==> src/logic/pam_defines.svh <==
// register offsets, field positions and reset values of the pin mux
`ifndef PAM_DEFINES_SVH
`define PAM_DEFINES_SVH
`define PAM_OFS_SWITCH 8'h00
`define PAM_OFS_PF1 8'h04
`define PAM_OFS_FUNC2 8'h08
`define PAM_OFS_FUNCALL 8'h0C
`define PAM_OFS_CLK 8'h10
`define PAM_OFS_PM1 8'h14
`define PAM_OFS_MODE2 8'h18
`define PAM_OFS_PMX 8'h1C
`define PAM_OFS_LAT1 8'h20
`define PAM_OFS_ANA 8'h24
`define PAM_OFS_LCD 8'h28
`define PAM_OFS_STAT 8'h2C
`define PAM_SW_IRQ0 0
`define PAM_SW_CAP0 1
`define PAM_SW_T52 2
`define PAM_SW_RELA 4
`define PAM_SW_RELB 5
`define PAM_FSEL_P13 3
`define PAM_P11 1
`define PAM_P12 2
`define PAM_P13 3
`define PAM_CLK_SUB 4
`define PAM_CLK_MAIN 6
`define PAM_CLK_EXT 7
`define PAM_PMX_P33 0
`define PAM_PMX_P40 1
`define PAM_PMX_P120 2
`define PAM_CHSEL_LSB 8
`define PAM_LCD_QBIAS 0
`define PAM_RST_ZERO 32'h0000_0000
`define PAM_RST_PM 8'hFF
`define PAM_RST_CLK 8'h00
`define PAM_RST_PMX 3'h7
`define PAM_RST_MODE2 6'h3F
`define PAM_RST_P12 4'hF
`endif

==> src/logic/pam_pkg.sv <==
// types shared by the port alternate function mux
package pam_pkg;
    typedef struct packed {
        logic val;
        logic oe_n;
    } pam_drive_t;
    typedef struct packed {
        logic main_osc;
        logic ext_clk;
        logic sub_osc;
        logic debug_pins;
    } pam_clkpin_t;
endpackage

==> src/logic/pam_mux.sv <==
// port alternate function mux with apb register access
//
// Chosen here: register access over APB and the address map.
`timescale 1ns/100ps
`include "pam_defines.svh"
module pam_mux import pam_pkg::*; (
    input wire logic mclk_in,
    input wire logic rst_n_in,
    input wire logic psel_in,
    input wire logic penable_in,
    input wire logic pwrite_in,
    input wire logic [7:0] paddr_in,
    input wire logic [31:0] pwdata_in,
    output logic [31:0] prdata_out,
    output logic pready_out,
    output logic pslverr_out,
    input wire logic p11_pin_in,
    input wire logic p12_pin_in,
    input wire logic p13_pin_in,
    input wire logic p33_pin_in,
    input wire logic p40_pin_in,
    input wire logic p120_pin_in,
    input wire logic debug_active_in,
    input wire logic serial_clock_ten_in,
    input wire logic serial_out_ten_in,
    input wire logic primary_uart_transmit_in,
    input wire logic secondary_uart_transmit_in,
    input wire logic high_speed_timer_two_in,
    output pam_drive_t p11_drive_out,
    output pam_drive_t p13_drive_out,
    output logic serial_clock_ten_out,
    output logic key_input_four_out,
    output logic secondary_uart_receive_out,
    output logic timer_capture_input_zero_out,
    output logic external_irq_zero_out,
    output logic timer52_count_enable_out,
    output logic key_interrupt_input_zero_out,
    output logic display_bias_voltage_input_out,
    output logic [5:0] display_segment_enable_out,
    output logic [5:0] analog_input_enable_out,
    output logic [5:0] analog_input_channel_out,
    output logic [2:0] segment_group_enable_out,
    output pam_clkpin_t clock_pin_out,
    output logic [3:0] p12_port_input_out
);

    logic [5:0] input_switch_control_reg;
    logic port1_bit3_function_select_reg;
    logic [5:0] port2_function_reg;
    logic [2:0] all_port_function_reg;
    logic [7:0] clock_pin_mode_select_reg;
    logic [7:0] port1_mode_reg;
    logic [5:0] port2_mode_reg;
    logic [2:0] misc_mode_reg;
    logic [7:0] port1_latch_reg;
    logic [5:0] analog_port_configuration_reg;
    logic [2:0] analog_channel_select_reg;
    logic quarter_bias_reg;
    logic pready_reg;
    logic [31:0] rdata_next;
    logic wr_fire;
    logic rd_take;

    logic uart_reloc;
    logic rxd_next;
    logic [5:0] ana_en_next;
    pam_clkpin_t clk_next;

    // offsets that answer without a slave error
    function automatic logic map_ok(input logic [7:0] a);
        case (a)
            `PAM_OFS_SWITCH, `PAM_OFS_PF1, `PAM_OFS_FUNC2, `PAM_OFS_FUNCALL,
            `PAM_OFS_CLK, `PAM_OFS_PM1, `PAM_OFS_MODE2, `PAM_OFS_PMX,
            `PAM_OFS_LAT1, `PAM_OFS_ANA, `PAM_OFS_LCD, `PAM_OFS_STAT: map_ok = 1'b1;
            default: map_ok = 1'b0;
        endcase
    endfunction

    // mode bit is the output enable; the latch either gates or merges the peripheral
    function automatic pam_drive_t alt_drive(input logic pm, input logic lat,
                                             input logic alt, input logic gate_one);
        pam_drive_t d;
        d.oe_n = pm;
        d.val = gate_one ? (lat & alt) : (lat | alt);
        alt_drive = d;
    endfunction

    // one wait state: pready rises on the second access cycle
    // writes land only on the edge that shows pready; a request held past it writes again two cycles later
    assign wr_fire = psel_in & penable_in & pready_reg & pwrite_in;
    assign rd_take = psel_in & penable_in & ~pready_reg;

    always_ff @(posedge mclk_in or negedge rst_n_in) begin
        if (!rst_n_in) begin
            pready_reg <= 1'b0;
            prdata_out <= `PAM_RST_ZERO;
            pslverr_out <= 1'b0;
        end else begin
            pready_reg <= rd_take;
            if (rd_take) begin
                prdata_out <= pwrite_in ? `PAM_RST_ZERO : rdata_next;
                pslverr_out <= ~map_ok(paddr_in);
            end
        end
    end
    assign pready_out = pready_reg;

    always_comb begin
        rdata_next = `PAM_RST_ZERO;
        case (paddr_in)
            `PAM_OFS_SWITCH: rdata_next[5:0] = input_switch_control_reg;
            `PAM_OFS_PF1: rdata_next[`PAM_FSEL_P13] = port1_bit3_function_select_reg;
            `PAM_OFS_FUNC2: rdata_next[5:0] = port2_function_reg;
            `PAM_OFS_FUNCALL: rdata_next[2:0] = all_port_function_reg;
            `PAM_OFS_CLK: rdata_next[7:0] = clock_pin_mode_select_reg;
            `PAM_OFS_PM1: rdata_next[7:0] = port1_mode_reg;
            `PAM_OFS_MODE2: rdata_next[5:0] = port2_mode_reg;
            `PAM_OFS_PMX: rdata_next[2:0] = misc_mode_reg;
            `PAM_OFS_LAT1: rdata_next[7:0] = port1_latch_reg;
            `PAM_OFS_ANA: begin
                rdata_next[5:0] = analog_port_configuration_reg;
                rdata_next[`PAM_CHSEL_LSB +: 3] = analog_channel_select_reg;
            end
            `PAM_OFS_LCD: rdata_next[`PAM_LCD_QBIAS] = quarter_bias_reg;
            `PAM_OFS_STAT: rdata_next[15:0] = {clock_pin_out, p12_port_input_out,
                display_bias_voltage_input_out, key_interrupt_input_zero_out,
                timer52_count_enable_out, external_irq_zero_out,
                timer_capture_input_zero_out, secondary_uart_receive_out,
                p13_drive_out.oe_n, p11_drive_out.oe_n};
            default: rdata_next = `PAM_RST_ZERO;
        endcase
    end

    always_ff @(posedge mclk_in or negedge rst_n_in) begin
        if (!rst_n_in) begin
            input_switch_control_reg <= 6'h00;
            port1_bit3_function_select_reg <= 1'b0;
            port2_function_reg <= 6'h00;
            all_port_function_reg <= 3'h0;
            // clock pins start as port inputs
            clock_pin_mode_select_reg <= `PAM_RST_CLK;
            port1_mode_reg <= `PAM_RST_PM;
            port2_mode_reg <= `PAM_RST_MODE2;
            misc_mode_reg <= `PAM_RST_PMX;
            port1_latch_reg <= 8'h00;
            analog_port_configuration_reg <= 6'h00;
            analog_channel_select_reg <= 3'h0;
            quarter_bias_reg <= 1'b0;
        end else if (wr_fire) begin
            case (paddr_in)
                `PAM_OFS_SWITCH: input_switch_control_reg <= pwdata_in[5:0];
                `PAM_OFS_PF1: port1_bit3_function_select_reg <= pwdata_in[`PAM_FSEL_P13];
                `PAM_OFS_FUNC2: port2_function_reg <= pwdata_in[5:0];
                `PAM_OFS_FUNCALL: all_port_function_reg <= pwdata_in[2:0];
                `PAM_OFS_CLK: clock_pin_mode_select_reg <= pwdata_in[7:0];
                `PAM_OFS_PM1: port1_mode_reg <= pwdata_in[7:0];
                `PAM_OFS_MODE2: port2_mode_reg <= pwdata_in[5:0];
                `PAM_OFS_PMX: misc_mode_reg <= pwdata_in[2:0];
                `PAM_OFS_LAT1: port1_latch_reg <= pwdata_in[7:0];
                `PAM_OFS_ANA: begin
                    analog_port_configuration_reg <= pwdata_in[5:0];
                    analog_channel_select_reg <= pwdata_in[`PAM_CHSEL_LSB +: 3];
                end
                `PAM_OFS_LCD: quarter_bias_reg <= pwdata_in[`PAM_LCD_QBIAS];
                default: ;
            endcase
        end
    end

    // relocated uart lines need bit four low and bit five high
    assign uart_reloc = ~input_switch_control_reg[`PAM_SW_RELA]
                      & input_switch_control_reg[`PAM_SW_RELB];
    // idle high when not routed, so a uart never sees a false start bit
    assign rxd_next = (uart_reloc & port1_mode_reg[`PAM_P12]) ? p12_pin_in : 1'b1;

    // analog use needs function 0, configuration and mode bit set
    assign ana_en_next = ~port2_function_reg & analog_port_configuration_reg & port2_mode_reg;

    // oscillator pins connect only after their mode is set
    always_comb begin
        clk_next.debug_pins = debug_active_in;
        // debug takes the main oscillator pins
        clk_next.main_osc = clock_pin_mode_select_reg[`PAM_CLK_MAIN]
                          & ~clock_pin_mode_select_reg[`PAM_CLK_EXT] & ~debug_active_in;
        clk_next.ext_clk = clock_pin_mode_select_reg[`PAM_CLK_MAIN]
                         & clock_pin_mode_select_reg[`PAM_CLK_EXT] & ~debug_active_in;
        clk_next.sub_osc = clock_pin_mode_select_reg[`PAM_CLK_SUB];
    end

    // uart and serial pins of port 1
    always_ff @(posedge mclk_in or negedge rst_n_in) begin
        if (!rst_n_in) begin
            p11_drive_out <= '{val: 1'b0, oe_n: 1'b1};
            p13_drive_out <= '{val: 1'b0, oe_n: 1'b1};
            serial_clock_ten_out <= 1'b0;
            key_input_four_out <= 1'b0;
            secondary_uart_receive_out <= 1'b1;
        end else begin
            // serial clock out needs latch 1, serial data out latch 0
            p11_drive_out <= alt_drive(port1_mode_reg[`PAM_P11], port1_latch_reg[`PAM_P11],
                                       serial_clock_ten_in, 1'b1);
            serial_clock_ten_out <= port1_mode_reg[`PAM_P11] & p11_pin_in;
            // function select picks port or uart transmit
            if (port1_bit3_function_select_reg) begin
                p13_drive_out.oe_n <= port1_mode_reg[`PAM_P13];
                p13_drive_out.val <= uart_reloc ? secondary_uart_transmit_in
                                                : primary_uart_transmit_in;
            end else begin
                p13_drive_out <= alt_drive(port1_mode_reg[`PAM_P13],
                                           port1_latch_reg[`PAM_P13], serial_out_ten_in, 1'b0);
            end
            key_input_four_out <= ~port1_bit3_function_select_reg
                                & port1_mode_reg[`PAM_P13] & p13_pin_in;
            secondary_uart_receive_out <= rxd_next;
        end
    end

    // input switch routing to timers and interrupts
    always_ff @(posedge mclk_in or negedge rst_n_in) begin
        if (!rst_n_in) begin
            timer_capture_input_zero_out <= 1'b0;
            external_irq_zero_out <= 1'b0;
            timer52_count_enable_out <= 1'b1;
        end else begin
            timer_capture_input_zero_out <= input_switch_control_reg[`PAM_SW_CAP0] ? rxd_next
                : (misc_mode_reg[`PAM_PMX_P33] & p33_pin_in);
            external_irq_zero_out <= input_switch_control_reg[`PAM_SW_IRQ0] ? rxd_next
                : (misc_mode_reg[`PAM_PMX_P120] & p120_pin_in);
            // timer two gates the count input
            timer52_count_enable_out <= ~input_switch_control_reg[`PAM_SW_T52]
                                      | high_speed_timer_two_in;
        end
    end

    // display, key, analog and clock pins
    always_ff @(posedge mclk_in or negedge rst_n_in) begin
        if (!rst_n_in) begin
            key_interrupt_input_zero_out <= 1'b0;
            display_bias_voltage_input_out <= 1'b0;
            display_segment_enable_out <= 6'h00;
            analog_input_enable_out <= 6'h00;
            analog_input_channel_out <= 6'h00;
            segment_group_enable_out <= 3'h0;
            clock_pin_out <= '{main_osc: 1'b0, ext_clk: 1'b0, sub_osc: 1'b0, debug_pins: 1'b0};
            p12_port_input_out <= `PAM_RST_P12;
        end else begin
            // quarter bias claims port 4 bit 0
            display_bias_voltage_input_out <= quarter_bias_reg;
            key_interrupt_input_zero_out <= ~quarter_bias_reg
                                          & misc_mode_reg[`PAM_PMX_P40] & p40_pin_in;
            // each function register steers its own port
            display_segment_enable_out <= port2_function_reg;
            segment_group_enable_out <= all_port_function_reg;
            analog_input_enable_out <= ana_en_next;
            // channel decode outside 0..5 selects no pin
            analog_input_channel_out <= ana_en_next & 6'(7'h01 << analog_channel_select_reg);
            clock_pin_out <= clk_next;
            p12_port_input_out <= {~clk_next.sub_osc, ~clk_next.sub_osc,
                ~(clk_next.main_osc | clk_next.ext_clk | clk_next.debug_pins),
                ~(clk_next.main_osc | clk_next.debug_pins)};
        end
    end
endmodule

==> config.mk <==
export PLATFORM = sky130hd
export DESIGN_NAME = pam_mux
export DESIGN_NICKNAME = d
export VERILOG_FILES = /design/src/logic/pam_pkg.sv /design/src/logic/pam_mux.sv
export VERILOG_INCLUDE_DIRS = /design/src /design/src/logic
export SDC_FILE = /design/constraint.sdc
export NUM_CORES = 1
export LEC_CHECK = 0
export CAP_MARGIN = 40
export CORE_ASPECT_RATIO = 1.5
export CORE_MARGIN = 8
export CORE_UTILIZATION = 30
export DETAILED_ROUTE_END_ITERATION = 7
export DONT_BUFFER_PORTS = 1
export HOLD_SLACK_MARGIN = 0.05
export PLACE_DENSITY = 0.51
export SLEW_MARGIN = 10
export SYNTH_ARGS = -nofsm -noshare
export SYNTH_HDL_FRONTEND = slang
export SYNTH_SLANG_ARGS = --single-unit
==> constraint.sdc <==
create_clock -name mclk_in -period 2 [get_ports mclk_in]
set_clock_uncertainty 0.1 [all_clocks]
set_input_delay 0.6 -clock mclk_in [delete_from_list [all_inputs] [get_ports mclk_in]]
set_output_delay 0.6 -clock mclk_in [all_outputs]
set_load 0.05 [all_outputs]
==> impl_metrics.ini <==
[sta]
relSlewSlack = 0.476
tightest_slew_ns = 0.776
hold_violations = 106
rsz0062_at_grt = no
fin_hold_ws_ns = -0.208
setup_viol = 0
max_freq_mhz = 526
finalCriticalPeriod_ns = 1.90
final_max_slew_viol_count = 0
finalCritPeriodShare = 0.951

[power]
leakage_nw = 2.86
swShare = 0.221
power_frac_comb = 0.033
p_clk_frac = 0.546
p_int_mw = 4.47
power.switching_mw = 1.27
finalPower_mw = 5.75
power_density_nw_per_um2 = 903
ir_drop_mv = 0.497
seq_power_share = 0.421

[route]
drt_iter0_markers = 221
post-route-drc-count = 0
wl_per_cell_microns = 22.8
firstDrtPassIters = 4
antenna_left = 0
routed_via_density = 5.07
totalWireLength_microns = 15700
vias = 3483

[floorplan]
dieArea_sq_um = 21900
pin_count = 132
die_h_microns = 177
core_area_sq_um = 17100
die_w_microns = 123
rows = 59
initial_core_util = 0.303

[grt]
use_met1 = 0.160
gr-usage-met3 = 0.0482
grt_pass1_wl_microns = 23600
antenna_found_initial = 0
grt.busiest_layer = met2
grt_max_degree = 118
global_route.usage.met2 = 0.261
gr-total-overflow = 0
grt_usage = 0.150
grt_pass1_vias = 3721

[clock_network]
htreeDepth = 4
cts-root-buf = clkbuf_16
cts_tree = done
post_cts_buffers = 0
cts_sinks = 117
clk_pin_slew_ns = 0.06
clock_latency_ns = 0.41
cts_made_buffers = 17
cts_max_path_buffers = 2

[critical_path]
end_kind = output pin
arrival_ns = 1.20
critical_path_depth = 0
r2r-start = misc_mode_reg[2]
r2r_slack_ns = 0.14
startpoint = p12_port_input_out[2]
crit_fanout = 4
cp-start-kind = flop
crit_required_ns = 1.30
cp-endpoint = p12_port_input_out[3]
r2r-end = prdata_out[2]
reg2reg_depth = 6
path_class = reg2out

[yosys]
synthMuxAreaShare = 0.158
ys_top_cells_by_count = dfrtp_1, mux2_2, nand2_1
synth_compound_area_frac = 0.0834
synthCells = 412
postSynthAreaPerCell_sq_um = 12.6
synthXorXnorAreaFrac = 0.00169
synth-simple-area-share = 0.144
ys_types = 62
synthTopCellsByArea = dfrtp_1, mux2_2, dfstp_2
ys_seq_elements = 117
yosysTopAreaCellShare = 0.448
yosys_warnings = 0
yosysMostFrequentCell = dfrtp_1
seq_area_frac_synth = 0.570
async_flop_share = 1.00
synth_top_family_by_area = multiplexers
synthAdderAreaFrac = 0
synth-main-ff-cell = dfrtp_1
synth_top_cell_by_area = dfrtp_1
synth_edf_count = 0
syn_area_sq_um = 5190

[placed_design]
dp_cells = 655
hpwl_microns = 11900
port_buffers = 0
place_congestion = 0.820
postPlaceCellArea_sq_um = 5740

[finish]
seqCellArea_sq_um = 2960
stdcell_area_sq_um = 6360
multi_input_area_sq_um = 2140
final_nets = 518
diodes = 0
synthToLayoutAreaGrowth_pct = 22.6
finish.utilization = 0.371
largest_reg_flops = 16
largest-register = prdata_out
fin_cells = 687
final_layout_size_suffix_gt1_frac = 0.382
nFillCells = 1680

[status]
failed_checks = negative hold slack
status = finished, violations left

[run]
max_cap_viol_count = 0

[worst_hold_path]
hp-class = in2async
==> final cells by class <==
class,instances,share of cell area
tap,213,0.0419
inverter,8,0.00472
timing repair buffer,46,0.0562
clock buffer,21,0.0724
sequential,117,0.465
clock inverter,11,0.0236
multi-input combinational,271,0.336
==> cells in the final DEF, fill, tap and decap left out, drive strengths merged, types with 9 or more instances in the layout <==
master,synthesis,routed
dfrtp,93,93
mux2,62,62
nand3,10,10
nor2,29,29
buf,26,46
nand2,36,36
inv,8,9
o21ai,11,11
dfstp,24,24
conb,1,16
a22oi,11,11
mux2i,12,12
clkbuf,5,21
==> power by group through the flow <==
stage | Clock, mW | Combinational [mW] | Sequential, mW
2_1_floorplan | 0 | 0.187 | 2.46
3_3_place_gp | 0 | 0.188 | 2.46
3_5_place_dp | 0 | 0.189 | 2.46
4_1_cts | 3.21 | 0.189 | 2.42
5_1_grt | 3.33 | 0.201 | 2.42
6_report | 3.13 | 0.190 | 2.42
==> per-layer routing <==
metal  wire length, microns  up-vias  share of wire
met2                   8500      114           0.54
met1                   5630     1775           0.36
li1                       -     1569              -
met5                      0        -              0
met3                   1160       25          0.074
met4                    403        0          0.026
==> what timing repair did <==
item,4_1_cts,5_1_grt
setup endpoints to repair,3,1
resized for setup,2,1
endpoints found under the hold margin,117,117
==> through the flow <==
step	TNS (ns)	setup WS [ns]
finish	0	0.0979
global route	0	0.0607
CTS	0	0.0139
global placement	-6.89	-0.369
detailed placement	-6.86	-0.333
floorplan	-3.49	-0.125
==> logic make-up (layout without fill, tap and decap cells) <==
kind of cell | after synthesis | count (layout)
compound gates | 59 | 59
xor+xnor | 1 | 1
buf+inv | 39 | 86
flops | 117 | 117
mux | 74 | 74
other cells | 1 | 16
simple gates | 121 | 121
==> worst min path at each step <==
stage | endpoint | slack, ns | cells past startpoint | startpoint
2_1_floorplan | all_port_function_reg[0] | 0.20 | 0 | rst_n_in
4_1_cts | segment_group_enable_out[2] | -0.23 | 0 | rst_n_in
5_1_grt | display_segment_enable_out[3] | -0.25 | 0 | rst_n_in
6_report | all_port_function_reg[2] | -0.21 | 0 | rst_n_in
3_5_place_dp | segment_group_enable_out[2] | 0.21 | 0 | rst_n_in
3_3_place_gp | all_port_function_reg[2] | 0.21 | 0 | rst_n_in
(Power assumes the default switching activity.)
